## src/hdl/uiec_cfg.svh

```systemverilog
`ifndef UIEC_CFG_SVH
`define UIEC_CFG_SVH

// indirect access register layout
`define UIEC_ADR_BUSY_BIT 7
`define UIEC_ADR_READ_BIT 6
`define UIEC_ADR_TGT_W 6

// usb register targets
`define UIEC_REG_INDEX 6'h0E
`define UIEC_REG_IN_LOW 6'h11
`define UIEC_REG_IN_HIGH 6'h12
`define UIEC_REG_OUT_LOW 6'h14
`define UIEC_REG_OUT_HIGH 6'h15

// endpoint selector
`define UIEC_INDEX_RESET 4'h0
`define UIEC_EP_FIRST 4'h1
`define UIEC_EP_COUNT 3

// in control low fields
`define UIEC_LO_PKT_READY 0
`define UIEC_LO_NOT_EMPTY 1
`define UIEC_LO_FLUSH 3
`define UIEC_LO_SEND_STALL 4
`define UIEC_LO_STALL_SENT 5

// in control high fields
`define UIEC_HI_SPLIT 2
`define UIEC_HI_FORCE_TOGGLE 3
`define UIEC_HI_DIRECTION 5
`define UIEC_HI_ISO 6
`define UIEC_HI_DBUF 7
`define UIEC_HI_MASK 8'hEC
`define UIEC_HI_RESET 8'h00
`define UIEC_OUT_RESET 8'h00

`endif

```

## src/hdl/uiec_pkg.sv

```systemverilog
package uiec_pkg;

   typedef enum logic [1:0] {
      UIEC_TX_NAK = 2'b00,
      UIEC_TX_DATA = 2'b01,
      UIEC_TX_ZLP = 2'b10,
      UIEC_TX_STALL = 2'b11
   } uiec_tx_t;

   typedef enum logic [1:0] {
      UIEC_ACC_IDLE = 2'b00,
      UIEC_ACC_READ = 2'b01,
      UIEC_ACC_WRITE = 2'b10
   } uiec_acc_t;

endpackage

```

## src/hdl/uiec_ep.sv

```systemverilog
`timescale 1ns/1ps
`default_nettype none
`include "uiec_cfg.svh"

module uiec_ep
   import uiec_pkg::*;
(
   input wire logic clk,
   input wire logic rst_n,
   input wire logic wr_low,
   input wire logic wr_high,
   input wire logic wr_out_low,
   input wire logic wr_out_high,
   input wire logic [7:0] wdata,
   input wire logic fifo_loaded,
   input wire logic token,
   input wire logic ack,
   output logic [7:0] low_rd,
   output logic [7:0] high_rd,
   output logic [7:0] out_low_rd,
   output logic [7:0] out_high_rd,
   output logic in_en,
   output logic out_en,
   output uiec_tx_t tx,
   output logic tx_toggle,
   output logic irq
);

   logic [1:0] cnt_ff, nxt_cnt;
   logic [1:0] zlp_ff, nxt_zlp;
   logic [7:0] high_ff, nxt_high;
   logic [7:0] out_low_ff, nxt_out_low;
   logic [7:0] out_high_ff, nxt_out_high;
   logic send_stall_ff, nxt_send_stall;
   logic stall_sent_ff, nxt_stall_sent;
   logic toggle_ff, nxt_toggle;
   logic await_ff, nxt_await;
   logic [1:0] cap;
   logic pop;
   logic push;
   logic [1:0] after_pop;

   always_comb begin
      cap = high_ff[`UIEC_HI_DBUF] ? 2'd2 : 2'd1;
      nxt_high = high_ff;
      nxt_out_low = out_low_ff;
      nxt_out_high = out_high_ff;
      nxt_send_stall = send_stall_ff;
      nxt_stall_sent = stall_sent_ff;
      nxt_toggle = toggle_ff;
      nxt_await = await_ff;
      tx = UIEC_TX_NAK;
      tx_toggle = toggle_ff;
      irq = 1'b0;
      pop = 1'b0;
      push = 1'b0;
      if (wr_high) begin
         nxt_high = wdata & `UIEC_HI_MASK;
      end
      if (wr_out_low) begin
         nxt_out_low = wdata;
      end
      if (wr_out_high) begin
         nxt_out_high = wdata;
      end
      if (wr_low) begin
         nxt_send_stall = wdata[`UIEC_LO_SEND_STALL];
         if (!wdata[`UIEC_LO_STALL_SENT]) begin
            nxt_stall_sent = 1'b0;
         end
      end
      if (token) begin
         if (send_stall_ff) begin
            tx = UIEC_TX_STALL;
            nxt_stall_sent = 1'b1;
            irq = 1'b1;
         end else if (cnt_ff != 2'd0) begin
            tx = zlp_ff[0] ? UIEC_TX_ZLP : UIEC_TX_DATA;
            pop = 1'b1;
            irq = 1'b1;
            if (high_ff[`UIEC_HI_ISO]) begin
               nxt_await = 1'b0;
            end else if (high_ff[`UIEC_HI_FORCE_TOGGLE]) begin
               nxt_toggle = ~toggle_ff;
               nxt_await = 1'b0;
            end else begin
               nxt_await = 1'b1;
            end
         end
      end
      if (ack && await_ff && !token) begin
         nxt_toggle = ~toggle_ff;
         nxt_await = 1'b0;
      end
      if (wr_low && wdata[`UIEC_LO_FLUSH] && cnt_ff != 2'd0 && !pop) begin
         pop = 1'b1;
         irq = 1'b1;
      end
      // a commit while the queue is full is dropped, as firmware must wait for ready low
      if (wr_low && wdata[`UIEC_LO_PKT_READY] && cnt_ff < cap) begin
         push = 1'b1;
      end
      after_pop = pop ? cnt_ff - 2'd1 : cnt_ff;
      nxt_zlp = pop ? {1'b0, zlp_ff[1]} : zlp_ff;
      if (push) begin
         nxt_zlp[after_pop[0]] = ~fifo_loaded;
      end
      nxt_cnt = push ? after_pop + 2'd1 : after_pop;
   end

   always_ff @(posedge clk or negedge rst_n) begin
      if (!rst_n) begin
         cnt_ff <= 2'd0;
         zlp_ff <= 2'd0;
         high_ff <= `UIEC_HI_RESET;
         out_low_ff <= `UIEC_OUT_RESET;
         out_high_ff <= `UIEC_OUT_RESET;
         send_stall_ff <= 1'b0;
         stall_sent_ff <= 1'b0;
         toggle_ff <= 1'b0;
         await_ff <= 1'b0;
      end else begin
         cnt_ff <= nxt_cnt;
         zlp_ff <= nxt_zlp;
         high_ff <= nxt_high;
         out_low_ff <= nxt_out_low;
         out_high_ff <= nxt_out_high;
         send_stall_ff <= nxt_send_stall;
         stall_sent_ff <= nxt_stall_sent;
         toggle_ff <= nxt_toggle;
         await_ff <= nxt_await;
      end
   end

   always_comb begin
      low_rd = 8'h00;
      low_rd[`UIEC_LO_PKT_READY] = (cnt_ff == cap);
      low_rd[`UIEC_LO_NOT_EMPTY] = (cnt_ff != 2'd0);
      low_rd[`UIEC_LO_SEND_STALL] = send_stall_ff;
      low_rd[`UIEC_LO_STALL_SENT] = stall_sent_ff;
   end

   assign high_rd = high_ff;
   assign out_low_rd = out_low_ff;
   assign out_high_rd = out_high_ff;
   assign in_en = high_ff[`UIEC_HI_SPLIT] | high_ff[`UIEC_HI_DIRECTION];
   assign out_en = high_ff[`UIEC_HI_SPLIT] | ~high_ff[`UIEC_HI_DIRECTION];

endmodule

`default_nettype wire

```

## src/hdl/uiec_top.sv

```systemverilog
`timescale 1ns/1ps
`default_nettype none
`include "uiec_cfg.svh"

module uiec_top
   import uiec_pkg::*;
(
   input wire logic clk,
   input wire logic arst_n,
   input wire logic adr_wr,
   input wire logic dat_wr,
   input wire logic [7:0] wdata,
   output logic [7:0] adr_rd_ff,
   output logic [7:0] dat_rd_ff,
   input wire logic in_token,
   input wire logic [3:0] in_token_ep,
   input wire logic host_ack,
   input wire logic [2:0] fifo_loaded,
   output logic tx_valid_ff,
   output uiec_tx_t tx_kind_ff,
   output logic [1:0] tx_ep_ff,
   output logic tx_toggle_ff,
   output logic [2:0] ep_int_ff,
   output logic [2:0] in_en_ff,
   output logic [2:0] out_en_ff
);

   logic rst_meta_ff;
   logic rst_n_ff;

   always_ff @(posedge clk or negedge arst_n) begin
      if (!arst_n) begin
         rst_meta_ff <= 1'b0;
         rst_n_ff <= 1'b0;
      end else begin
         rst_meta_ff <= 1'b1;
         rst_n_ff <= rst_meta_ff;
      end
   end

   uiec_acc_t acc_ff, nxt_acc;
   logic [`UIEC_ADR_TGT_W-1:0] target_ff, nxt_target;
   logic [7:0] wbuf_ff, nxt_wbuf;
   logic [7:0] nxt_dat_rd;
   logic [3:0] index_ff, nxt_index;
   logic [1:0] last_ep_ff, nxt_last_ep;
   logic nxt_tx_valid;
   uiec_tx_t nxt_tx_kind;
   logic [1:0] nxt_tx_ep;
   logic nxt_tx_toggle;

   logic [2:0] wr_low, wr_high, wr_out_low, wr_out_high;
   logic [2:0] tok, ack, ep_irq, ep_tog, ep_in, ep_out;
   logic [7:0] low_rd [3];
   logic [7:0] high_rd [3];
   logic [7:0] out_low_rd [3];
   logic [7:0] out_high_rd [3];
   uiec_tx_t ep_tx [3];

   logic sel_ok;
   logic [1:0] sel;
   logic wr_go;

   assign sel_ok = (index_ff >= `UIEC_EP_FIRST) && (index_ff < `UIEC_EP_FIRST + 4'd3);
   assign sel = 2'(index_ff - `UIEC_EP_FIRST);
   assign wr_go = (acc_ff == UIEC_ACC_WRITE);

   genvar g;
   generate
      for (g = 0; g < `UIEC_EP_COUNT; g++) begin : gen_ep
         // only the selected endpoint sees register writes
         assign wr_low[g] = wr_go && sel_ok && sel == 2'(g) && target_ff == `UIEC_REG_IN_LOW;
         assign wr_high[g] = wr_go && sel_ok && sel == 2'(g) && target_ff == `UIEC_REG_IN_HIGH;
         assign wr_out_low[g] = wr_go && sel_ok && sel == 2'(g) && target_ff == `UIEC_REG_OUT_LOW;
         assign wr_out_high[g] = wr_go && sel_ok && sel == 2'(g) && target_ff == `UIEC_REG_OUT_HIGH;
         assign tok[g] = in_token && in_token_ep == `UIEC_EP_FIRST + 4'(g) && ep_in[g];
         assign ack[g] = host_ack && last_ep_ff == 2'(g);
         uiec_ep u_ep (
            .clk(clk),
            .rst_n(rst_n_ff),
            .wr_low(wr_low[g]),
            .wr_high(wr_high[g]),
            .wr_out_low(wr_out_low[g]),
            .wr_out_high(wr_out_high[g]),
            .wdata(wbuf_ff),
            .fifo_loaded(fifo_loaded[g]),
            .token(tok[g]),
            .ack(ack[g]),
            .low_rd(low_rd[g]),
            .high_rd(high_rd[g]),
            .out_low_rd(out_low_rd[g]),
            .out_high_rd(out_high_rd[g]),
            .in_en(ep_in[g]),
            .out_en(ep_out[g]),
            .tx(ep_tx[g]),
            .tx_toggle(ep_tog[g]),
            .irq(ep_irq[g])
         );
      end
   endgenerate

   // indirect access engine; writes while busy are dropped
   always_comb begin
      nxt_acc = UIEC_ACC_IDLE;
      nxt_target = target_ff;
      nxt_wbuf = wbuf_ff;
      nxt_dat_rd = dat_rd_ff;
      nxt_index = index_ff;
      case (acc_ff)
         UIEC_ACC_IDLE: begin
            if (adr_wr) begin
               nxt_target = wdata[`UIEC_ADR_TGT_W-1:0];
               if (wdata[`UIEC_ADR_READ_BIT]) begin
                  nxt_acc = UIEC_ACC_READ;
               end
            end else if (dat_wr) begin
               nxt_wbuf = wdata;
               nxt_acc = UIEC_ACC_WRITE;
            end
         end
         UIEC_ACC_READ: begin
            case (target_ff)
               `UIEC_REG_INDEX: nxt_dat_rd = {4'h0, index_ff};
               `UIEC_REG_IN_LOW: nxt_dat_rd = sel_ok ? low_rd[sel] : 8'h00;
               `UIEC_REG_IN_HIGH: nxt_dat_rd = sel_ok ? high_rd[sel] : 8'h00;
               `UIEC_REG_OUT_LOW: nxt_dat_rd = sel_ok ? out_low_rd[sel] : 8'h00;
               `UIEC_REG_OUT_HIGH: nxt_dat_rd = sel_ok ? out_high_rd[sel] : 8'h00;
               default: nxt_dat_rd = 8'h00;
            endcase
         end
         UIEC_ACC_WRITE: begin
            if (target_ff == `UIEC_REG_INDEX) begin
               nxt_index = wbuf_ff[3:0];
            end
         end
         default: nxt_acc = UIEC_ACC_IDLE;
      endcase
   end

   // one endpoint can answer per token, so the first hit wins
   always_comb begin
      nxt_tx_valid = 1'b0;
      nxt_tx_kind = UIEC_TX_NAK;
      nxt_tx_ep = 2'd0;
      nxt_tx_toggle = 1'b0;
      nxt_last_ep = last_ep_ff;
      for (int i = 0; i < `UIEC_EP_COUNT; i++) begin
         if (tok[i] && !nxt_tx_valid) begin
            nxt_tx_valid = 1'b1;
            nxt_tx_kind = ep_tx[i];
            nxt_tx_ep = 2'(i);
            nxt_tx_toggle = ep_tog[i];
            if (ep_tx[i] == UIEC_TX_DATA || ep_tx[i] == UIEC_TX_ZLP) begin
               nxt_last_ep = 2'(i);
            end
         end
      end
   end

   always_ff @(posedge clk or negedge rst_n_ff) begin
      if (!rst_n_ff) begin
         acc_ff <= UIEC_ACC_IDLE;
         target_ff <= '0;
         wbuf_ff <= 8'h00;
         dat_rd_ff <= 8'h00;
         index_ff <= `UIEC_INDEX_RESET;
         last_ep_ff <= 2'd0;
         tx_valid_ff <= 1'b0;
         tx_kind_ff <= UIEC_TX_NAK;
         tx_ep_ff <= 2'd0;
         tx_toggle_ff <= 1'b0;
         ep_int_ff <= 3'h0;
         in_en_ff <= 3'h0;
         out_en_ff <= 3'h0;
         adr_rd_ff <= 8'h00;
      end else begin
         acc_ff <= nxt_acc;
         target_ff <= nxt_target;
         wbuf_ff <= nxt_wbuf;
         dat_rd_ff <= nxt_dat_rd;
         index_ff <= nxt_index;
         last_ep_ff <= nxt_last_ep;
         tx_valid_ff <= nxt_tx_valid;
         tx_kind_ff <= nxt_tx_kind;
         tx_ep_ff <= nxt_tx_ep;
         tx_toggle_ff <= nxt_tx_toggle;
         ep_int_ff <= ep_irq;
         in_en_ff <= ep_in;
         out_en_ff <= ep_out;
         adr_rd_ff <= {nxt_acc != UIEC_ACC_IDLE, 1'b0, nxt_target};
      end
   end

endmodule

`default_nettype wire

```

## config.mk

```make
export PLATFORM = sky130hd
export DESIGN_NAME = uiec_top
export DESIGN_NICKNAME = d
export VERILOG_FILES = /design/src/hdl/uiec_pkg.sv /design/src/hdl/uiec_ep.sv /design/src/hdl/uiec_top.sv
export VERILOG_INCLUDE_DIRS = /design/src /design/src/hdl
export SDC_FILE = /design/constraint.sdc
export NUM_CORES = 1
export LEC_CHECK = 0
export BUFFER_PORTS_ARGS = -buffer_cell sky130_fd_sc_hd__buf_4
export CAP_MARGIN = 15
export CORE_MARGIN = 2
export CORE_UTILIZATION = 35
export DETAILED_ROUTE_END_ITERATION = 10
export SYNTH_ARGS = -nofsm -noshare
export SYNTH_HDL_FRONTEND = slang
export SYNTH_SLANG_ARGS = --single-unit
```

## constraint.sdc

```tcl
create_clock -name clk -period 10.4 [get_ports clk]
set_input_delay 0.52 -clock clk [delete_from_list [all_inputs] [get_ports clk]]
set_output_delay 0.52 -clock clk [all_outputs]
set_load 0.02 [all_outputs]
```

**Word-level counts from Yosys, hierarchy flattened**

Cells that the tools add are included.

- Reduce and logical (&&, ||, !) cells: 87
- Bitwise logic cells: 17
- Multipliers: 0
- Div/mod/pow operators: 0
- Magnitude comparators: 12
- Add/subtract/negate cells: 7
- Mux-type cells: 148
- Shift-type cells: 0
- Equality and inequality tests: 29

Operator list:

| operator | count |
|---|---|
| 2-to-1 mux 8 bit | 12 |
| 2-to-1 mux 1 bit | 83 |
| 2-to-1 mux 2 bit | 40 |
| binary-select mux 8 bit (select 2 bit) | 4 |
| logical AND 1 bit | 52 |
| case mux 8 bit (5 select lines) | 1 |
| nonzero test 2 bit | 13 |
| == test 6 x 5 -> 1 bit (second input constant) | 4 |
| AND reduction 5 bit | 3 |
| == test 2 x 1 -> 1 bit (second input constant) | 6 |
| == test 2 bit (second input constant) | 6 |
| 2-to-1 mux 6 bit | 2 |
| != test 2 bit (second input constant) | 6 |
| AND reduction 3 bit | 4 |
| NOT 1 bit | 10 |
| == test 4 x 2 -> 1 bit (second input constant) | 2 |
| zero test 1 bit | 8 |
| subtractor 2 x 1 -> 2 bit (second input constant) | 4 |
| adder 2 x 1 -> 2 bit (second input constant) | 3 |
| bitwise mux 2 bit | 3 |
| == test 2 bit | 3 |
| == test 6 x 4 -> 1 bit (second input constant) | 1 |
| zero test 2 bit | 3 |
| less-than comparator 1 x 2 -> 1 bit (second input constant) | 3 |
| 11 further kinds | 24 |

- Memory bits (writable): 0
- Memories kept: 0
- Bits in read-only memories: 0
- Logic and storage cells: 343
- Bits in registers: 141
- Bits in latches: 0

**Longest topological paths before layout**

Gate-level depths: netlist (run 1).

- Depth in word-level cells: 16
- Gate-level depth with buffers: 10
- Gate-level depth less buffers: 8

**By module**

A second synthesis (run 1) with hierarchy kept.

- Cells, all modules: 614
- Area, all modules: 7140.6 um2

By module, submodules not included:

| module | seq. area each (um2) | times used | cells each | area an instance (um2) |
|---|---|---|---|---|
| uiec_top | 1201.2 | 1 | 266 | 2857.7 |
| uiec_ep (gen_ep[0].u_ep ...) | 725.7 | 2 | 114 | 1420.1 |
| uiec_ep (gen_ep[2].u_ep) | 725.7 | 1 | 120 | 1442.6 |

**Worst setup path before layout (run 1)**

Ideal clock, no wire load.

- Path kind: reg-to-reg
- From: reg target_ff[3]
- To: reg gen_ep[0].u_ep.zlp_ff[0]
- Slack: 7.946 ns
- Arrival time: 2.326 ns
- Period minus slack after synthesis: 2.454 ns
- Path buffers: 3
- Stages on the path, launching flop included: 10
- Required time: 10.272 ns
- Path through: dfrtp_1 or3b_1 buf_2 or3_1 buf_2 or3b_1 buf_2 o21a_1 a21oi_1 mux2i_1

- Longest elaborated chain between the ends: 13

RTL lines:

| element | RTL line | text |
|---|---|---|
| start: declaration | uiec_top.sv:42 | `` logic [`UIEC_ADR_TGT_W-1:0] target_ff, nxt_target; `` |
| start signal: assignment | uiec_top.sv:178 | `target_ff <= nxt_target;` |
| == test 6 x 5 -> 1 bit * | - |  |
| logical AND 1 bit (no source line) * | - |  |
| logical AND 1 bit (3 in series) | uiec_ep.sv:95 | `` if (wr_low && wdata[`UIEC_LO_FLUSH] && cnt_ff != 2'd0 && !pop) begin `` |
| 2-to-1 mux 1 bit | uiec_ep.sv:95 |  |
| 2-to-1 mux 2 bit | uiec_ep.sv:103 | `after_pop = pop ? cnt_ff - 2'd1 : cnt_ff;` |
| less-than comparator 1 x 2 -> 1 bit (implied by the code) / >= comparator 1 bit (equally long branches) | uiec_ep.sv:106 | `nxt_zlp[after_pop[0]] = ~fifo_loaded;` |
| logical AND 1 bit (implied by the code) | uiec_ep.sv:106 |  |
| 2-to-1 mux 1 bit (implied by the code) | uiec_ep.sv:106 |  |
| demux 1 bit (select 1 bit) | - |  |
| bitwise mux 2 bit | uiec_ep.sv:106 |  |
| 2-to-1 mux 2 bit * | uiec_ep.sv:105 | `if (push) begin` |
| via gen_ep[0].u_ep.nxt_zlp[0] | uiec_ep.sv:30 | `logic [1:0] zlp_ff, nxt_zlp;` |
| end signal: assignment | uiec_ep.sv:124 | `zlp_ff <= nxt_zlp;` |
| end: declaration | uiec_ep.sv:30 |  |

Mark *: on every way through the listed nets, which the timed path passes. The rest lies on a longest branch.
A chain may end at the register's enable or synchronous reset.

**Worst setup path in the final report (run 1)**

- From: reg index_ff[0]
- To: reg gen_ep[2].u_ep.zlp_ff[0]

- Longest elaborated chain between the ends: 16

RTL lines:

| element | RTL line | text |
|---|---|---|
| start: declaration | uiec_top.sv:45 | `logic [3:0] index_ff, nxt_index;` |
| start signal: assignment | uiec_top.sv:166 | `` index_ff <= `UIEC_INDEX_RESET; `` |
| start signal: assignment | uiec_top.sv:181 | `index_ff <= nxt_index;` |
| >= comparator 4 x 1 -> 1 bit (no source line) / less-than comparator 4 x 3 -> 1 bit (equally long branches) | - |  |
| logical AND 1 bit | uiec_top.sv:64 | `` assign sel_ok = (index_ff >= `UIEC_EP_FIRST) && (index_ff < `UIEC_EP_FIRST + 4'd3); `` |
| logical AND 1 bit | uiec_top.sv:72 | `` assign wr_low[g] = wr_go && sel_ok && sel == 2'(g) && target_ff == `UIEC_REG_IN_LOW; `` |
| logical AND 1 bit * | uiec_top.sv:72 |  |
| logical AND 1 bit (no source line) * | - |  |
| logical AND 1 bit (3 in series) | uiec_ep.sv:95 |  |
| 2-to-1 mux 1 bit | uiec_ep.sv:95 |  |
| 2-to-1 mux 2 bit | uiec_ep.sv:103 |  |
| less-than comparator 1 x 2 -> 1 bit (implied by the code) / >= comparator 1 bit (equally long branches) | uiec_ep.sv:106 |  |
| logical AND 1 bit (implied by the code) | uiec_ep.sv:106 |  |
| 2-to-1 mux 1 bit (implied by the code) | uiec_ep.sv:106 |  |
| demux 1 bit (select 1 bit) | - |  |
| bitwise mux 2 bit | uiec_ep.sv:106 |  |
| 2-to-1 mux 2 bit * | uiec_ep.sv:105 |  |
| via gen_ep[2].u_ep.nxt_zlp[0] | uiec_ep.sv:30 |  |
| end signal: assignment | uiec_ep.sv:124 |  |
| end: declaration | uiec_ep.sv:30 |  |

Marks and branches as above.

==> flow_summary.yaml, run 1 <==
grt:
  grt_pass1_vias: 4893
  grt_antenna_before_repair: 0
  grt.total_usage: 0.181
  grt_max_degree: 85
  grt-ovfl-total: 0
  grt_first_pass_wirelength_microns: 27800
synthesis:
  synth_warnings: 0
  synth_top_flop_cell: "dfrtp_1"
  synth_cell_types: 60
  synthArstFlopShare: 1.00
  yosysSeqAreaShare: 0.512
  netlist_area_sq_um: 6600
  synth_seq_cells: 135
  synthCells: 581
  synth_area_leaders: "dfrtp_1, mux2_2, mux2i_1"
  synth_edf_count: 0
  syn_area_per_cell_sq_um: 11.4
  yosys.area.top_type: "dfrtp_1"
  syn-num-nets: 616
  netlist.area_leader.share: 0.512
  yosys-top-cells-count: "dfrtp_1, mux2_2, nand2_1"
  synth_most_common_cell: "dfrtp_1"
floorplan:
  die_area_sq_um: 20000
  die_w_microns: 141
  die_y_microns: 141
  rows: 50
  start_util: 0.355
  io-pin-count: 52
  core-area_sq_um: 18600
cts:
  cts-root-buf: "clkbuf_16"
  numCtsBuffers: 17
  cts_setup_buffers: 0
  ctsResizeCount: 0
  insertion_delay_ns: 0.41
  cts_max_level: 4
  ctsHoldBuffers: 1
  cts_tree: "built"
  clockBufferDepth: 2
  clk_pin_slew_ns: 0.06
  clock-sinks: 135
power:
  cellLeakagePower_nw: 3.46
  internal_power_mw: 1.01
  swShare: 0.271
  switching_power_uw: 375
  vdd_drop_max_mv: 0.110
  combPwrFrac: 0.112
  seqPwrFrac: 0.443
  pwr-share-clk: 0.446
  p_per_area_nw_per_um2: 176
sta:
  fin_crit_sh: 0.331
  rsz0062_at_grt: "false"
  maxSlewViolCount: 0
  period_needed_ns: 3.44
  timing.fmax_ghz: 0.291
  finalSetupViolations: 0
  hold_violations: 0
  hold_slack_ns: 0.303
  finClkSkew_ns: 0.00520
  tns_ns: 0
  relSlewSlack: 0.323
  fin_ws_ns: 6.96
  worstMarginPinSlew_ns: 1.01
placed_design:
  dp_hpwl_microns: 12200
  port-buffer-count: 50
  gp_congestion: 0.891
  pre_cts_slack_ns: 7.01
routing:
  wl_microns: 17300
  drtIter0Drc: 368
  drc: 0
  drtPass1Iterations: 5
  post_drt_wl_per_cell_microns: 19.7
  vias: 4825
  via_per_inst: 5.50
  ant_nets: 0
worst_setup_path:
  cp-end-kind: "flip-flop"
  worstSetupPathType: "flip-flop to flip-flop"
  critPathLaunchType: "flip-flop"
  critPathArrivalTime_ns: 3.72
  crit_fanout: 24
  critPathRequiredTime_ns: 10.68
status:
  status: "finished, final reports clean"
finish:
  fill_cells: 1711
  layout-drive-gt1-share: 0.281
  syn2layout_area_growth_pct: 18.8
  fin_nets: 665
  antenna_cells: 0
hold_path:
  worstHoldPathType: "primary input to flip-flop"
run:
  max-cap-violations: 0
## cell families after synthesis
| logic type | Yosys count | share of synthesized area |
|---|---|---|
| xor gates and xnor gates | 13 | 0.0172 |
| adders and majority gates | 14 | 0.0265 |
| DFF | 135 | 0.512 |
| and+or+nand+nor | 161 | 0.132 |
| buffers and inverters | 47 | 0.0280 |
| AOI/OAI and AO/OA | 105 | 0.107 |
| muxes | 104 | 0.176 |
| other | 2 | 0.00114 |
## area by class of cell
class / instances / area (sq um) / area share
flip-flops and latches: 135 / 3380 / 0.431
multi-input cells: 399 / 3050 / 0.388
clock buffers: 20 / 457 / 0.0582
repair buffers: 55 / 435 / 0.0555
well taps: 234 / 293 / 0.0373
inverters: 22 / 82.6 / 0.0105
clock inverters: 12 / 151 / 0.0193
## worst paths after layout
check	startpoint	endpoint	slack, ns	depth (start not counted)
setup / recovery	index_ff[0]	gen_ep[2].u_ep.zlp_ff[0]	6.96	8
hold / removal	adr_wr	acc_ff[1]	0.30	2
setup reg to reg	index_ff[0]	gen_ep[2].u_ep.zlp_ff[0]	6.96	8
hold reg to reg	rst_n_ff	gen_ep[2].u_ep.out_low_rd[0]	0.35	0
max in group asynchronous	rst_n_ff	index_ff[2]	8.90	2
min in group asynchronous	rst_n_ff	gen_ep[2].u_ep.out_low_rd[0]	0.35	0
## metal layers
metal / GRT usage / share of wire / vias to the layer above
met5: 0 / 0 / -
met4: 0.0584 / 0.019 / 0
met3: 0.0516 / 0.059 / 25
met2: 0.284 / 0.47 / 143
met1: 0.243 / 0.45 / 2465
li1: - / - / 2192
## cells in the final DEF (no fill, tap or decap), drive strengths merged, types with 4 or more instances in the layout
cell type | Yosys | routed
a21o | 4 | 4
ha | 14 | 14
a22o | 6 | 6
nor2b | 7 | 7
a21oi | 17 | 17
or3 | 11 | 11
nand4 | 5 | 5
nor3b | 5 | 5
o21ai | 26 | 26
nand2 | 38 | 38
xnor2 | 12 | 12
a22oi | 14 | 14
inv | 22 | 22
mux2i | 23 | 23
o31ai | 5 | 5
nand2b | 12 | 12
nand3 | 6 | 6
clkinvlp | 0 | 5
o22ai | 10 | 10
mux2 | 79 | 79
dfrtp | 135 | 135
clkinv | 0 | 4
clkbuf | 14 | 20
buf | 11 | 54
or2 | 4 | 4
nor2 | 39 | 39
nor3 | 12 | 12
## stage by stage
stage	instance area [sq um]	utilization	std cells	power, mW
global placement	7190	0.387	842	0.767
CTS	7810	0.420	875	1.39
floorplan	6600	-	581	0.707
finish	7850	0.422	877	1.38
detailed placement	7190	0.387	842	0.772
global route	7850	0.422	877	1.44
## power by group through the flow
| stage | Clock, mW | Combinational (mW) | Sequential (mW) |
|---|---|---|---|
| after floorplan | 0 | 0.115 | 0.592 |
| after global placement | 0 | 0.148 | 0.619 |
| after detailed placement | 0 | 0.151 | 0.621 |
| after CTS | 0.626 | 0.152 | 0.612 |
| after global routing | 0.652 | 0.168 | 0.617 |
| final | 0.616 | 0.154 | 0.613 |
## sequential cells by signal (all words and copies together) (netlist names), 4 cells and up
| name | cells |
|---|---|
| gen_ep.u_ep.high_rd | 15 |
| index_ff | 4 |
| gen_ep.u_ep.zlp_ff | 6 |
| target_ff | 5 |
| gen_ep.u_ep.out_low_rd | 24 |
| wbuf_ff | 8 |
| gen_ep.u_ep.out_high_rd | 24 |
| dat_rd_ff | 8 |
| gen_ep.u_ep.cnt_ff | 6 |
## critical path: stages (launching register included)
cell and delay (ns):
dfrtp_1 0.85, inv_1 0.26, ha_1 0.27, nand2b_1 0.12
nand4_1 0.44, or3_1 0.57, a21oi_2 0.44, mux2i_1 0.24
o32ai_1 0.11
Power figures use the tool's default switching activity.
==> run 2: changes to the inputs <==
--- a/config.mk
+++ b/config.mk
@@ -6,6 +6,7 @@
 export SDC_FILE = /design/constraint.sdc
 export NUM_CORES = 1
 export LEC_CHECK = 0
+export ABC_AREA = 1
 export BUFFER_PORTS_ARGS = -buffer_cell sky130_fd_sc_hd__buf_4
 export CAP_MARGIN = 15
 export CORE_MARGIN = 2
==> constraint.sdc (replaced) <==
create_clock -name clk -period 3.2 [get_ports clk]
set_input_delay 0.16 -clock clk [delete_from_list [all_inputs] [get_ports clk]]
set_output_delay 0.16 -clock clk [all_outputs]
set_load 0.02 [all_outputs]
==> run 2 against run 1 <==
Net effect:
- largest cell class unchanged
- cell count rose by 28%
- worst hold slack got worse by 0.26 ns
- sequential cell count stayed put
- first-iteration DRC count rose by 23%
- largest power group unchanged
- sequential share of layout area fell by 1.3 points
- setup slack worse by 6.2 ns
- sequential power rose to 2.9 times the previous value
- die area increased by 1.4%
==> flow_summary.yaml, run 2 <==
status:
  status: "finished, final reports clean"
synthesis:
  syn-num-nets: 843
  synth_edf_count: 0
  yosys.area.top_type: "dfrtp_1"
  synth_top_flop_cell: "dfrtp_1"
  synth_area_leaders: "dfrtp_1, nand2_1, o21ai_0"
  syn_area_per_cell_sq_um: 8.29
  synth_most_common_cell: "nand2_1"
  synthCells: 808
  netlist_area_sq_um: 6700
  synth_seq_cells: 135
  synthArstFlopShare: 1.00
  synth_warnings: 0
  yosysSeqAreaShare: 0.505
  netlist.area_leader.share: 0.505
  yosys-top-cells-count: "nand2_1, dfrtp_1, o21ai_0"
  synth_cell_types: 39
power:
  swShare: 0.267
  pwr-share-clk: 0.491
  seqPwrFrac: 0.424
  cellLeakagePower_nw: 3.95
  fin_total_pwr_mw: 4.21
  internal_power_mw: 3.09
  p_per_area_nw_per_um2: 521
  vdd_drop_max_mv: 0.357
  combPwrFrac: 0.085
  switching_power_mw: 1.12
floorplan:
  rows: 50
  die_y_microns: 142
  die_w_microns: 142
  core-area_sq_um: 18800
  start_util: 0.357
  io-pin-count: 52
  die_area_sq_um: 20300
finish:
  fin_cells: 1123
  layout-drive-gt1-share: 0.154
  layout_common_cells: "nand2_1, dfrtp_1, o21ai_0"
  fin_nets: 911
  multi_input_comb_area_sq_um: 2900
  antenna_cells: 0
  fin_util: 0.431
  final_common_cell: "nand2_1"
  syn2layout_area_growth_pct: 20.8
  fill_cells: 1872
  seq_area_sq_um: 3380
sta:
  fin_crit_sh: 0.776
  relSlewSlack: 0.540
  rsz0062_at_grt: "false"
  maxSlewViolCount: 0
  fin_ws_ns: 0.716
  hold_violations: 0
  finClkSkew_ns: 0.00793
  tns_ns: 0
  finalSetupViolations: 0
  worstMarginPinSlew_ns: 0.690
  timing.fmax_ghz: 0.403
  period_needed_ns: 2.48
cts:
  numCtsBuffers: 17
  clock-sinks: 135
  insertion_delay_ns: 0.43
  cts_setup_buffers: 0
  cts-root-buf: "clkbuf_16"
  clockBufferDepth: 2
  cts_max_level: 4
  clk_pin_slew_ns: 0.06
  ctsResizeCount: 0
  cts_tree: "built"
worst_setup_path:
  cpLargestDelayFamily: "buffers and inverters"
  crit_path_start: "index_ff[1]"
  crit_slowest_cell: "ha_1"
  critPathRequiredTime_ns: 3.52
  worstReg2RegStart: "index_ff[1]"
  critPathLaunchType: "flip-flop"
  crit_fanout: 19
  critPathArrivalTime_ns: 2.81
  slowest_delay_ns: 0.59
  cp-end-kind: "flip-flop"
  worstSetupPathType: "flip-flop to flip-flop"
  crit_buf_inv: 2
  path_cells: "inv_1 -> ha_1 -> clkinv_1 -> nand3_1 -> o211ai_1 -> nand3_1 -> nand4_1 -> nand2_1 -> nand2_1"
grt:
  grt_antenna_before_repair: 0
  grt_first_pass_wirelength_microns: 29100
  grt_max_degree: 61
  grt.total_usage: 0.186
  grt-ovfl-total: 0
  grt_pass1_vias: 5320
hold_path:
  worstHoldPathType: "primary input to async pin"
routing:
  drtIter0Drc: 454
  via_per_inst: 4.92
  drc: 0
  wl_microns: 17600
  ant_nets: 0
  drtPass1Iterations: 5
  vias: 5522
  post_drt_wl_per_cell_microns: 15.7
placed_design:
  gp_congestion: 0.837
  pre_cts_slack_ns: 0.743
  dp_cells: 1077
  port-buffer-count: 50
  dp_hpwl_microns: 12400
run:
  max-cap-violations: 0
-- run 2: cell count changes after synthesis, moves of 15 or more --
| cell | before | now |
|---|---|---|
| nand2_1 | 38 | 256 |
| mux2_2 | 79 | 1 |
| o21ai_0 | 26 | 89 |
| inv_1 | 22 | 75 |
| nand3_1 | 6 | 44 |
| mux2i_1 | 23 | 0 |
| o21ai_1 | 0 | 15 |
-- run 2: cell type report --
class / count / area share
clock inverter: 14 / 0.0212
sequential: 135 / 0.418
inverter: 81 / 0.0376
timing repair buffer: 74 / 0.0746
tap: 234 / 0.0362
multi-input combinational: 567 / 0.358
clock buffer: 18 / 0.0543
-- run 2: path summary, 6_finish.rpt --
| check | to | slack (ns) | depth (start not counted) |
|---|---|---|---|
| setup / recovery | dat_rd_ff[2] | 0.72 | 9 |
| setup reg to reg | dat_rd_ff[2] | 0.72 | 9 |
| hold reg to reg | rst_n_ff | 0.35 | 0 |
| hold / removal | rst_n_ff | 0.04 | 2 |
| min in group clk | wbuf_ff[7] | 0.12 | 5 |
| max in group asynchronous | tx_toggle_ff | 2.01 | 1 |
-- run 2: cell families after synthesis --
group / share of synthesized area
buf+inv: 0.0628
flops: 0.505
other cells: 0.00112
compound gates: 0.122
mux: 0.00168
xor+xnor: 0.00785
simple gates: 0.274
fa+ha+maj: 0.0262
-- run 2: timing repair --
action                                  4_1_cts  5_1_grt
hold endpoints to repair                     24        0
hold buffers                                 14        0
endpoints found under the setup margin        0        0
-- run 2: stage by stage --
| step | hold WS (ns) | instance area, sq um |
|---|---|---|
| floorplan | -0.136 | 6700 |
| global placement | -0.0561 | 7340 |
| detailed placement | -0.0563 | 7340 |
| CTS | 0.0253 | 8090 |
| global route | 0.0446 | 8090 |
| finish | 0.0389 | 8090 |
-- run 2: worst reg2reg max path: stages, from the launching register on --
cell and delay (ns):
dfrtp_1 0.42, inv_1 0.10, ha_1 0.59, clkinv_1 0.58, nand3_1 0.22, o211ai_1 0.12
nand3_1 0.09, nand4_1 0.12, nand2_1 0.08, nand2_1 0.06
-- run 2: metal layers --
metal,share of wire,global-route usage,vias to the layer above
met2,0.47,0.293,125
met5,0,0,-
li1,-,-,2750
met4,0.026,0.0657,0
met1,0.46,0.253,2611
met3,0.044,0.0434,36
-- run 2: power by group through the flow --
stage | Combinational (mW) | Sequential [mW] | Clock (mW)
floorplan | 0.178 | 1.84 | 0
global placement | 0.348 | 1.82 | 0
detailed placement | 0.348 | 1.82 | 0
CTS | 0.362 | 1.79 | 2.09
global route | 0.395 | 1.80 | 2.18
finish | 0.358 | 1.79 | 2.07
